<file path="src/fecs_pkg.sv">
package fecs_pkg;
    // flash pin widths
    localparam int ADDR_W = 19;
    localparam int DATA_W = 8;

    // command codes and unlock addresses
    localparam logic [18:0] UNLOCK_ADDR_A = 19'h00555;
    localparam logic [18:0] UNLOCK_ADDR_B = 19'h002aa;
    localparam logic [7:0]  CODE_UNLOCK_A = 8'haa;
    localparam logic [7:0]  CODE_UNLOCK_B = 8'h55;
    localparam logic [7:0]  CODE_SETUP    = 8'h80;
    localparam logic [7:0]  CODE_CHIP     = 8'h10;
    localparam logic [7:0]  CODE_SECTOR   = 8'h30;
    localparam logic [7:0]  CODE_SUSPEND  = 8'hb0;
    localparam logic [7:0]  CODE_RESUME   = 8'h30;
    localparam logic [7:0]  CODE_BYP_PROG = 8'ha0;
    localparam logic [7:0]  CODE_BYP_X1   = 8'h90;
    localparam logic [7:0]  CODE_BYP_X2   = 8'h00;

    // erase_window_flag position in the status byte
    localparam int WINDOW_FLAG_BIT = 3;

    // timing
    localparam int CLK_MHZ         = 250;
    localparam int WINDOW_US       = 50;
    // gap between sector adds kept well inside the window: 40 us
    localparam int ADD_GAP_US      = 40;
    localparam int ADD_GAP_CYC     = ADD_GAP_US * CLK_MHZ;
    localparam int WINDOW_CYC      = WINDOW_US * CLK_MHZ;
    localparam int SUSPEND_US      = 20;
    localparam int SUSPEND_CYC     = SUSPEND_US * CLK_MHZ;
    // strobe timing in clock cycles (4 ns each)
    localparam int SETUP_CYC       = 3;
    localparam int PULSE_CYC       = 12;
    localparam int HOLD_CYC        = 3;
    localparam int READ_CYC        = 25;

    // wishbone register offsets (byte addresses)
    localparam logic [3:0] REG_CTRL   = 4'h0;
    localparam logic [3:0] REG_SECTOR = 4'h4;
    localparam logic [3:0] REG_DATA   = 4'h8;
    localparam logic [3:0] REG_STATUS = 4'hc;

    // operation codes in ctrl[3:0]
    localparam logic [3:0] OP_CHIP_ERASE = 4'h1;
    localparam logic [3:0] OP_SECT_ERASE = 4'h2;
    localparam logic [3:0] OP_ADD_SECTOR = 4'h3;
    localparam logic [3:0] OP_SUSPEND    = 4'h4;
    localparam logic [3:0] OP_RESUME     = 4'h5;
    localparam logic [3:0] OP_BYP_PROG   = 4'h6;
    localparam logic [3:0] OP_BYP_EXIT   = 4'h7;
    localparam logic [3:0] OP_READ       = 4'h8;
    localparam logic [3:0] OP_WRITE_RAW  = 4'h9;
endpackage

</file>
<file path="src/fecs_host.sv">
// The placing of the registers and register access over Wishbone are this design's own decisions.
`timescale 1ns/1ps
module fecs_host
(
    // clock and reset
    input  wire logic        clk_i,
    input  wire logic        rst_i,
    // wishbone slave
    input  wire logic        wb_cyc_i,
    input  wire logic        wb_stb_i,
    input  wire logic        wb_we_i,
    input  wire logic [3:0]  wb_adr_i,
    input  wire logic [3:0]  wb_sel_i,
    input  wire logic [31:0] wb_dat_i,
    output logic      [31:0] wb_dat_o,
    output logic             wb_ack_o,
    // flash pins
    output logic      [18:0] flash_addr_o,
    output logic      [7:0]  flash_dq_o,
    output logic             flash_dq_oe_o,
    input  wire logic [7:0]  flash_dq_i,
    output logic             flash_ce_n_o,
    output logic             flash_we_n_o,
    output logic             flash_oe_n_o
);
    typedef enum logic [4:0]
    {
        ST_IDLE  = 5'b00001,
        ST_SETUP = 5'b00010,
        ST_PULSE = 5'b00100,
        ST_HOLD  = 5'b01000,
        ST_READ  = 5'b10000
    } fecs_state_t;

    fecs_state_t state;
    logic [3:0]  op;
    logic [18:0] sector;
    logic [7:0]  wdata;
    logic [7:0]  rdata;
    logic [2:0]  step;
    logic [2:0]  nsteps;
    logic [15:0] cnt;
    logic [15:0] gap_cnt;
    logic        busy;
    logic        late;
    logic [7:0]  dq_s1;
    logic [7:0]  dq_s2;
    logic [18:0] cyc_addr;
    logic [7:0]  cyc_data;

    // address and data of erase sequence cycle n (0..5)
    function automatic logic [26:0] erase_cycle(input logic [2:0] n, input logic [7:0] last,
                                                input logic [18:0] last_addr);
        unique case (n)
            3'd0, 3'd3: erase_cycle = {fecs_pkg::UNLOCK_ADDR_A, fecs_pkg::CODE_UNLOCK_A};
            3'd1, 3'd4: erase_cycle = {fecs_pkg::UNLOCK_ADDR_B, fecs_pkg::CODE_UNLOCK_B};
            3'd2:       erase_cycle = {fecs_pkg::UNLOCK_ADDR_A, fecs_pkg::CODE_SETUP};
            default:    erase_cycle = {last_addr, last};
        endcase
    endfunction

    localparam logic [15:0] GAP_MAX  = 16'(fecs_pkg::ADD_GAP_CYC);

    wire wb_req = wb_cyc_i && wb_stb_i && !wb_ack_o;

    // current bus cycle content
    always_comb
    begin
        cyc_addr = 19'h00000;
        cyc_data = 8'h00;
        unique case (op)
            fecs_pkg::OP_CHIP_ERASE:
                {cyc_addr, cyc_data} = erase_cycle(3'd5 - step, fecs_pkg::CODE_CHIP,
                                                   fecs_pkg::UNLOCK_ADDR_A);
            fecs_pkg::OP_SECT_ERASE:
                {cyc_addr, cyc_data} = erase_cycle(3'd5 - step, fecs_pkg::CODE_SECTOR,
                                                   sector);
            fecs_pkg::OP_ADD_SECTOR:
                {cyc_addr, cyc_data} = {sector, fecs_pkg::CODE_SECTOR};
            fecs_pkg::OP_SUSPEND:
                {cyc_addr, cyc_data} = {19'h00000, fecs_pkg::CODE_SUSPEND};
            fecs_pkg::OP_RESUME:
                {cyc_addr, cyc_data} = {19'h00000, fecs_pkg::CODE_RESUME};
            fecs_pkg::OP_BYP_PROG:
                {cyc_addr, cyc_data} = (step == 3'd1) ? {19'h00000, fecs_pkg::CODE_BYP_PROG}
                                                      : {sector, wdata};
            fecs_pkg::OP_BYP_EXIT:
                {cyc_addr, cyc_data} = (step == 3'd1) ? {19'h00000, fecs_pkg::CODE_BYP_X1}
                                                      : {19'h00000, fecs_pkg::CODE_BYP_X2};
            default:
                {cyc_addr, cyc_data} = {sector, wdata};
        endcase
    end

    always_comb
    begin
        unique case (wb_dat_i[3:0])
            fecs_pkg::OP_CHIP_ERASE, fecs_pkg::OP_SECT_ERASE: nsteps = 3'd6;
            fecs_pkg::OP_BYP_PROG, fecs_pkg::OP_BYP_EXIT:     nsteps = 3'd2;
            default:                                          nsteps = 3'd1;
        endcase
    end

    // bus side: accepts an operation only when idle
    always_ff @(posedge clk_i)
    begin
        if (rst_i)
        begin
            wb_ack_o <= 1'b0;
            wb_dat_o <= 32'h00000000;
        end
        else
        begin
            wb_ack_o <= wb_req;
            wb_dat_o <= 32'h00000000;
            if (wb_req && !wb_we_i)
            begin
                unique case (wb_adr_i)
                    fecs_pkg::REG_CTRL:   wb_dat_o <= {28'h0000000, op};
                    fecs_pkg::REG_SECTOR: wb_dat_o <= {13'h0000, sector};
                    fecs_pkg::REG_DATA:   wb_dat_o <= {24'h000000, rdata};
                    fecs_pkg::REG_STATUS: wb_dat_o <= {28'h0000000, rdata[fecs_pkg::WINDOW_FLAG_BIT],
                                                       late, 1'b0, busy};
                    default:              wb_dat_o <= 32'h00000000;
                endcase
            end
        end
    end

    always_ff @(posedge clk_i)
    begin
        if (rst_i)
        begin
            sector <= 19'h00000;
            wdata  <= 8'h00;
        end
        else if (wb_req && wb_we_i && !busy)
        begin
            if (wb_adr_i == fecs_pkg::REG_SECTOR && wb_sel_i[0])
                sector <= wb_dat_i[18:0];
            if (wb_adr_i == fecs_pkg::REG_DATA && wb_sel_i[0])
                wdata <= wb_dat_i[7:0];
        end
    end

    // gap since last completed strobe, flags a late sector add
    always_ff @(posedge clk_i)
    begin
        if (rst_i)
        begin
            gap_cnt <= 16'hffff;
            late    <= 1'b0;
        end
        else
        begin
            if (state == ST_HOLD)
                gap_cnt <= 16'h0000;
            else if (gap_cnt != 16'hffff)
                gap_cnt <= gap_cnt + 16'h0001;
            if (wb_req && wb_we_i && !busy && wb_adr_i == fecs_pkg::REG_CTRL)
                late <= (wb_dat_i[3:0] == fecs_pkg::OP_ADD_SECTOR) && (gap_cnt > GAP_MAX);
        end
    end

    always_ff @(posedge clk_i)
    begin
        dq_s1 <= flash_dq_i;
        dq_s2 <= dq_s1;
    end

    // pin sequencer: one write strobe per step, all cycles back to back
    // so sector adds never stall mid sequence
    always_ff @(posedge clk_i)
    begin
        if (rst_i)
        begin
            state <= ST_IDLE;
            op    <= 4'h0;
            step  <= 3'd0;
            cnt   <= 16'h0000;
            busy  <= 1'b0;
            rdata <= 8'h00;
        end
        else
        begin
            unique case (state)
                ST_IDLE:
                    if (wb_req && wb_we_i && wb_adr_i == fecs_pkg::REG_CTRL && wb_sel_i[0]
                        && !busy)
                    begin
                        op    <= wb_dat_i[3:0];
                        step  <= nsteps - 3'd1;
                        busy  <= 1'b1;
                        cnt   <= 16'h0000;
                        state <= (wb_dat_i[3:0] == fecs_pkg::OP_READ) ? ST_READ : ST_SETUP;
                    end
                    else
                        busy <= 1'b0;
                ST_SETUP:
                begin
                    cnt <= cnt + 16'h0001;
                    if (cnt == 16'(fecs_pkg::SETUP_CYC - 1))
                    begin
                        cnt   <= 16'h0000;
                        state <= ST_PULSE;
                    end
                end
                ST_PULSE:
                begin
                    cnt <= cnt + 16'h0001;
                    if (cnt == 16'(fecs_pkg::PULSE_CYC - 1))
                    begin
                        cnt   <= 16'h0000;
                        state <= ST_HOLD;
                    end
                end
                ST_HOLD:
                begin
                    cnt <= cnt + 16'h0001;
                    if (cnt == 16'(fecs_pkg::HOLD_CYC - 1))
                    begin
                        cnt <= 16'h0000;
                        if (step == 3'd0)
                            state <= ST_IDLE;
                        else
                        begin
                            // steps count down, first cycle holds nsteps-1
                            step  <= step - 3'd1;
                            state <= ST_SETUP;
                        end
                    end
                end
                ST_READ:
                begin
                    cnt <= cnt + 16'h0001;
                    if (cnt == 16'(fecs_pkg::READ_CYC - 1))
                    begin
                        rdata <= dq_s2;
                        state <= ST_IDLE;
                    end
                end
            endcase
        end
    end

    always_ff @(posedge clk_i)
    begin
        if (rst_i)
        begin
            flash_addr_o  <= 19'h00000;
            flash_dq_o    <= 8'h00;
            flash_dq_oe_o <= 1'b0;
            flash_ce_n_o  <= 1'b1;
            flash_we_n_o  <= 1'b1;
            flash_oe_n_o  <= 1'b1;
        end
        else
        begin
            flash_ce_n_o  <= !(state == ST_SETUP || state == ST_PULSE || state == ST_READ);
            flash_we_n_o  <= !(state == ST_PULSE);
            flash_oe_n_o  <= !(state == ST_READ);
            flash_dq_oe_o <= (state == ST_SETUP || state == ST_PULSE || state == ST_HOLD);
            flash_addr_o  <= (state == ST_READ) ? sector : cyc_addr;
            flash_dq_o    <= cyc_data;
        end
    end
endmodule

</file>
<file path="config.mk">
export PLATFORM = sky130hd
export DESIGN_NAME = fecs_host
export DESIGN_NICKNAME = d
export VERILOG_FILES = /design/src/fecs_pkg.sv /design/src/fecs_host.sv
export SDC_FILE = /design/constraint.sdc
export NUM_CORES = 1
export LEC_CHECK = 0
export BUFFER_PORTS_ARGS = -buffer_cell sky130_fd_sc_hd__clkbuf_2
export CORE_UTILIZATION = 25
export DETAILED_ROUTE_END_ITERATION = 6
export GPL_ROUTABILITY_DRIVEN = 1
export GPL_TIMING_DRIVEN = 0
export SYNTH_ARGS = -nofsm -noshare
export SYNTH_HDL_FRONTEND = slang
export SYNTH_SLANG_ARGS = --single-unit
</file>
<file path="constraint.sdc">
create_clock -name clk_i -period 2.8 [get_ports clk_i]
set_input_delay 0.56 -clock clk_i [delete_from_list [all_inputs] [get_ports clk_i]]
set_output_delay 0.56 -clock clk_i [all_outputs]
set_load 0.1 [all_outputs]
</file>
After elaboration in Yosys (flattened, before gate mapping)
Index checks and enable logic that the tools add are counted.
- bits in registers: 161
- bits in latches: 0
- RAM bits: 0
- memory bits (read-only): 0
- input port bits: 53
- memories kept: 0
- add/subtract/negate cells: 5
- $mul: 0
- div/mod/pow operators: 0
- magnitude comparators: 1
- eq/ne operators: 36
- shift operators: 0
- mux-type cells: 28
- bitwise operators: 1
- reductions and logical operators: 40
- operator list (cell ; number):
    $pmux 19 s5 ; 1
    $pmux 27 s3 ; 1
    $mux 16 ; 5
    $pmux 19 s4 ; 1
    $pmux 16 s4 ; 1
    $pmux 19 s3 ; 1
    $pmux 8 s6 ; 1
    $add 16x1->16 const B ; 2
    $mux 5 ; 6
    $eq 4x3->1 const B ; 7
    $mux 27 ; 1
    $pmux 5 s5 ; 1
    $mux 19 ; 1
    $eq 16x2->1 const B ; 1
    $eq 16x4->1 const B ; 1
    $eq 16x5->1 const B ; 1
    $eq 4x2->1 const B ; 4
    $gt 16x14->1 const B ; 1
    $ne 16x16->1 const B ; 1
    $reduce_or 2->1 ; 8
    $eq 4x4->1 const B ; 3
    $logic_and 1x1->1 ; 12
    $ne 2x2->1 const B ; 6
    $pmux 3 s2 ; 2
    other kinds (24) ; 42

Longest topological paths before layout
Gate-level depths: netlist of the first run.
- depth after elaboration: 8
- gate-level depth with buffers: 8
- mapped depth without buffers: 8

Least setup slack after synthesis of the first run
No wires, ideal clock.
- path type: register -> register
- start: register wb_ack_o
- end: register sector[15]
- arrival: 1.980 ns
- required time: 2.672 ns
- path slack: 0.692 ns
- stages on the path, launching flop included: 8
- clock period less this slack: 2.108 ns
- cells stage by stage: dfxtp_1 -> and3b_1 -> nand2_1 -> nor4_1 -> buf_2 -> buf_4 -> mux2i_1 -> nor2_1
- longest elaborated chain between the ends: 5
- ends and longest elaborated chain (element ; line ; RTL):
    from (decl) ; fecs_host.sv:16 ; output logic wb_ack_o,
    from (signal assigned) ; fecs_host.sv:114 ; wb_ack_o <= wb_req;
    $logic_not 1->1 ; fecs_host.sv:64 ; wire wb_req = wb_cyc_i && wb_stb_i && !wb_ack_o;
    $logic_and 1x1->1 ; fecs_host.sv:64 ;
    $logic_and 1x1->1 (2 in series) ; fecs_host.sv:137 ; else if (wb_req && wb_we_i && !busy)
    $reduce_and 2->1 (no line) ; n/a ;
    to (signal assigned) ; fecs_host.sv:140 ; sector <= wb_dat_i[18:0];
    to (decl) ; fecs_host.sv:37 ; logic [18:0] sector;
No other way between the ends.
A chain may end at the register's enable or synchronous reset.

Worst setup path in the final report of the first run
- start: register step[1]
- end: register flash_addr_o[3]
- longest elaborated chain between the ends: 6
- ends and longest elaborated chain (element ; line ; RTL):
    from (decl) ; fecs_host.sv:40 ; logic [2:0] step;
    from (signal assigned) ; fecs_host.sv:192 ; step <= nsteps - 3'd1;
    from (signal assigned) ; fecs_host.sv:228 ; step <= step - 3'd1;
    $sub 3x3->3 ; fecs_host.sv:73, fecs_host.sv:76 ;
    $eq 3x1->1 (tied with other cells) ; fecs_host.sv:54 ; unique case (n)
    $reduce_or 2->1 ; fecs_host.sv:54 ;
    $pmux 27 s3 or $pmux 19 s3 (tied branches) ; fecs_host.sv:54 ;
    $pmux 19 s5 (*) ; fecs_host.sv:71 ; unique case (op)
    $mux 19 (*) ; fecs_host.sv:263 ; flash_addr_o <= (state == ST_READ) ? sector : cyc_addr;
    to (signal assigned) ; fecs_host.sv:263 ;
    to (decl) ; fecs_host.sv:18 ; output logic [18:0] flash_addr_o,
Mark *: on every way between the ends. The rest lies on a longest branch, timed or not.

==> impl_metrics.yaml, run 1 <==
outcome:
  status: "complete, no violations"
sta:
  setup_viol_count_final: 0
  drv_slew: 0
  fin_crit_sh_pct: 87.63
  hold_viol_final: 0
  fin_crit_ns: 2.454
  tightest_slew_ns: 0.9205
  clock.fmax_mhz: 407.6
  grt_setup_unrepaired: "no"
  holdWs_ns: 0.2351
  tns_ns: 0
  fin_skew_ns: 0.01170
  max_slew_margin_pct: 38.30
global_route:
  track_usage_pct: 12.41
  grt.overflow.total: 0
  grt_pass1_vias: 4560
  grt_pass1_wl_um: 23730
  antenna_found_initial: 0
  grt_max_degree: 17
die:
  start_util_pct: 25.84
  ios: 117
  die_w_um: 158.7
  die_area_sq_mm: 0.02518
  die_h_um: 158.7
  rows: 56
  core_area_sq_mm: 0.02375
critical_path:
  crit_family: "compound AO/OA/AOI/OAI gates"
  arrival_ns: 2.77
  critPathLaunchType: "flop"
  path_cells: "inv_1, ha_1, nor2b_1, o21ai_0, a2111oi_4, o21a_1, nor2_1, a21o_1"
  cp_slowest_cell: "a2111oi_4"
  endpoint_kind: "flop"
  path_class: "flop to flop"
  worst-path-buf-inv: 1
  crit_required_ns: 3.11
  critPathMaxStageDelay_ns: 0.56
  crit_fanout: 5
drt:
  drtIter0Drc: 276
  wl_per_cell_um: 13.69
  dr.pass1.iters: 4
  via_per_inst: 4.376
  via_count: 4822
  drtAntennaViolNets: 0
  drc: 0
  routed_wl_um: 15090
cts:
  clk_latency_ns: 0.43
  cts_buffer_depth: 2
  cts_hold_buffers: 0
  clkSinkCount: 148
  cts.clk_slew.worst_paths_ns: 0.06
  cts_root_buf: "clkbuf_16"
  cts_tree: "done"
  cts_max_level: 4
  cts_buffers: 17
  ctsResizeCount: 0
  postCtsSetupRepairBufs: 0
yosys:
  syn_avg_cell_area_sq_um: 9.386
  synth_edf_count: 0
  yosysUniqueCellTypes: 65
  synth.cell_area_sq_mm: 0.006138
  synth-seq-area-share_pct: 48.27
  yosys_warnings: 0
  ys_ff_latch: 148
  synthFlopType: "dfxtp_1"
  synth_cells: 654
  synthArstFlopShare_pct: 0
power:
  power_switching_mw: 1.674
  pwr-share-comb_pct: 17.7
  internal-power_mw: 4.137
  cellPowerDensity_mw_per_mm2: 759.6
  pwr-share-clk_pct: 42.3
  switching_share_pct: 28.81
  leakage_nw: 3.234
  p_seq_share_pct: 40.0
  vdd_drop_max_v: 0.0003508
final_layout:
  layout_commonest_cell: "dfxtp_1"
  layout_common_cells: "dfxtp_1 (148), nor2_1 (108), clkbuf_2 (87)"
  drive_gt1_share_pct: 20.18
  num-fill-cells: 2461
  diodes: 0
  finalNetCount: 833
  syn_to_final_growth_pct: 24.62
placed_design:
  io_buffers: 85
  routabilityCongestion: 0.8435
  hpwl_um: 10930
worst_hold_path:
  min_path_type: "input pin to flop"
job:
  drv_cap: 0
[worst paths after layout]
kind	startpoint	to	slack (ns)	depth (start not counted)
min	flash_dq_i[3]	dq_s1[3]	0.24	1
max reg2reg	step[1]	flash_addr_o[3]	0.35	8
min reg2reg	dq_s1[7]	dq_s2[7]	0.33	0
max	step[1]	flash_addr_o[3]	0.35	8
[per-stage QoR]
step,util (%),power (mW),setup slack [ns],instances,instance area [sq um]
4_1_cts,32.21,5.852,0.3761,1102,7650
3_3_place_gp,29.50,3.383,0.2534,1070,7008
5_1_grt,32.21,6.078,0.2683,1102,7650
3_5_place_dp,29.50,3.386,0.2536,1070,7008
6_report,32.21,5.811,0.3465,1102,7650
2_1_floorplan,-,3.170,0.6921,666,6183
[final cells by class]
type	instances	area, sq um	area share (%)
Buffer	42	229.0	2.993
Clock buffer	18	439.2	5.741
Clock inverter	14	202.7	2.650
Inverter	15	56.30	0.7360
Multi-Input combinational cell	461	2935	38.37
Sequential cell	148	2963	38.73
Tap cell	319	399.1	5.218
Timing Repair Buffer	85	425.4	5.561
[synthesized netlist by cell type (3+ instances only)]
library cell / n / share of area (%)
o22a_1: 3 / 0.43
nor2b_1: 5 / 0.51
buf_2: 7 / 0.57
o21ai_0: 35 / 2.9
and3_1: 12 / 1.2
a21oi_1: 17 / 1.4
xnor2_1: 22 / 3.1
ha_1: 10 / 2.0
inv_1: 14 / 0.86
or3_1: 4 / 0.41
nor4_2: 6 / 1.2
nor4_1: 3 / 0.31
xor2_1: 9 / 1.3
nand4_1: 7 / 0.71
mux2i_1: 49 / 8.0
nand3_1: 21 / 1.7
nor3_1: 15 / 1.2
a21o_1: 11 / 1.3
nand2b_1: 8 / 0.82
a211oi_1: 4 / 0.49
dfxtp_1: 148 / 48
and3b_1: 3 / 0.43
and2_1: 20 / 2.0
nor2_1: 108 / 6.6
nand2_1: 30 / 1.8
a22oi_1: 5 / 0.61
o31ai_1: 3 / 0.37
buf_4: 14 / 1.7
o211ai_1: 4 / 0.49
clkbuf_1: 16 / 0.98
[cell families after synthesis]
kind of cell               share of synthesized area (%)
AOI/OAI and AO/OA                                  11.90
xor gates and xnor gates                           4.423
adders and majority gates                          2.038
buffers and inverters                              4.647
DFF                                                48.27
muxes                                              8.174
other                                            0.06109
and+or+nand+nor                                    20.49
[sequential cells by signal, indices dropped and copies added, names as in the netlist, 3 cells and up]
name	cells
sector	19
rdata	8
dq_s2	8
wb_dat_o	19
dq_s1	8
op	4
wdata	8
cnt	16
gap_cnt	16
step	3
flash_addr_o	19
state	5
flash_dq_o	8
[layer usage]
layer	GRT usage [%]	up-vias	share of wire (%)
met4	3.297	0	0.83
met3	3.538	6	4.6
li1	-	2457	-
met5	0	-	0
met1	16.59	2249	49
met2	19.40	110	45
[power groups by stage]
stage               registers [mW]  clock network (mW)  logic, mW
floorplan                     2.38                   0      0.794
global placement              2.36                   0       1.02
detailed placement            2.37                   0       1.02
CTS                           2.32                2.50       1.03
global route                  2.34                2.60       1.14
finish                        2.32                2.46       1.03
No activity file was read; power rests on OpenSTA's default activity.
==> run 2: changes to the inputs <==
- RECOVER_POWER: default -> 25
- clock period: 2.8 -> 2.2 ns (I/O delays scaled with it)
==> impl_metrics.yaml, run 2 (synthesis gave the netlist of run 1 again) <==
outcome:
  status: "complete, no violations"
critical_path:
  crit-reg2reg-launch: "cnt[2]"
  arrival_ns: 2.40
  setup.worst_path.start: "cnt[2]"
  crit_required_ns: 2.51
  crit_fanout: 10
  crit_family: "compound AO/OA/AOI/OAI gates"
  endpoint_kind: "flop"
  critPathMaxStageDelay_ns: 0.38
  critPathLaunchType: "flop"
  worst-path-buf-inv: 1
  path_cells: "nor4_2, nand3_1, o31ai_2, a21boi_4, a31o_4, buf_6, nor2_1"
  path_class: "flop to flop"
  cp_slowest_cell: "dfxtp_1"
placed_design:
  routabilityCongestion: 0.8435
  hpwl_um: 10930
  placed_cells: 1070
  pre_cts_slack_ns: -0.2264
  io_buffers: 85
cts:
  clk_latency_ns: 0.42
  clkSinkCount: 148
  cts_buffer_depth: 2
  cts_buffers: 17
  cts_tree: "done"
  cts_root_buf: "clkbuf_16"
  cts_max_level: 4
  cts.clk_slew.worst_paths_ns: 0.07
global_route:
  grt_pass1_wl_um: 23790
  grt.overflow.total: 0
  grt_pass1_vias: 4573
  track_usage_pct: 12.44
  grt_max_degree: 17
  antenna_found_initial: 0
drt:
  dr.pass1.iters: 4
  drtIter0Drc: 265
  drc: 0
  wl_per_cell_um: 13.64
  via_count: 4811
  drtAntennaViolNets: 0
  routed_wl_um: 15090
  via_per_inst: 4.350
power:
  pwr-share-clk_pct: 42.2
  vdd_drop_max_v: 0.0004177
  power_switching_mw: 2.133
  leakage_nw: 3.262
  internal-power_mw: 5.271
  cellPowerDensity_mw_per_mm2: 956.0
  power_mw: 7.404
  pwr-share-comb_pct: 17.8
  p_seq_share_pct: 40.0
  switching_share_pct: 28.81
sta:
  fin_crit_sh_pct: 94.70
  drv_slew: 0
  setup_viol_count_final: 0
  fin_skew_ns: 0.008564
  fin_crit_ns: 2.083
  hold_viol_final: 0
  fin_ws_ns: 0.1166
  grt_setup_unrepaired: "no"
  tightest_slew_ns: 0.9181
  max_slew_margin_pct: 38.46
  tns_ns: 0
  clock.fmax_mhz: 480.0
final_layout:
  layout_commonest_cell: "dfxtp_1"
  final_cells: 1106
  seq_area_sq_mm: 0.002963
  layout_common_cells: "dfxtp_1 (148), nor2_1 (107), clkbuf_2 (88)"
  diodes: 0
  drive_gt1_share_pct: 21.60
  fin_util_pct: 32.61
  finalNetCount: 837
  top_regs: "flash_addr_o x19, sector x19, wb_dat_o x19"
  num-fill-cells: 2459
  multi_input_area_sq_mm: 0.002980
  syn_to_final_growth_pct: 26.17
die:
  core_area_sq_mm: 0.02375
  start_util_pct: 25.84
  die_area_sq_mm: 0.02518
  die_h_um: 158.7
  ios: 117
  rows: 56
  die_w_um: 158.7
worst_hold_path:
  min_path_type: "input pin to flop"
  min_from: "flash_dq_i[3]"
job:
  drv_cap: 0
==> run 2: path summary, 6_finish.rpt <==
kind / end / slack [ns] / cells after the start
worst max-delay path: cnt[12] / 0.12 / 7
worst min register to register: dq_s2[7] / 0.33 / 0
worst min-delay path: dq_s1[3] / 0.12 / 1
worst max register to register: cnt[12] / 0.12 / 7
==> run 2: cell type report <==
| type | instances | share of cell area, % |
|---|---|---|
| clock inverters | 14 | 2.617 |
| multi-input cells | 461 | 38.48 |
| flip-flops and latches | 148 | 38.26 |
| inverters | 15 | 0.7270 |
| clock buffers | 18 | 5.670 |
| well taps | 319 | 5.153 |
| repair buffers | 90 | 6.139 |
| plain buffers | 41 | 2.956 |
==> run 2: through the flow <==
step | hold WS (ns) | instance area, sq um
2_1_floorplan | 0.3096 | 6183
3_3_place_gp | 0.3147 | 7008
3_5_place_dp | 0.3121 | 7008
4_1_cts | 0.1033 | 7677
5_1_grt | 0.09446 | 7745
6_report | 0.1166 | 7745
==> run 2: repair_timing <==
action                     CTS  global route
hold buffers                 0             0
buffers inserted             1             4
resized for setup            4             9
pin swaps                    1             2
setup endpoints to repair   19            45
==> run 2: power groups by stage <==
stage / Combinational, mW / Clock [mW] / Sequential (mW)
detailed placement: 1.30 / 0 / 3.01
finish: 1.32 / 3.13 / 2.96
global placement: 1.30 / 0 / 3.01
floorplan: 1.01 / 0 / 3.02
CTS: 1.31 / 3.18 / 2.95
global route: 1.47 / 3.31 / 2.98
==> run 2: per-layer routing <==
metal	track usage [%]	share of wire, %	up-vias	wire, um
li1	-	-	2468	-
met1	16.61	50	2236	7505
met2	19.49	45	102	6760
met3	3.538	4.7	5	708
met4	3.297	0.77	0	116
met5	0	0	-	0
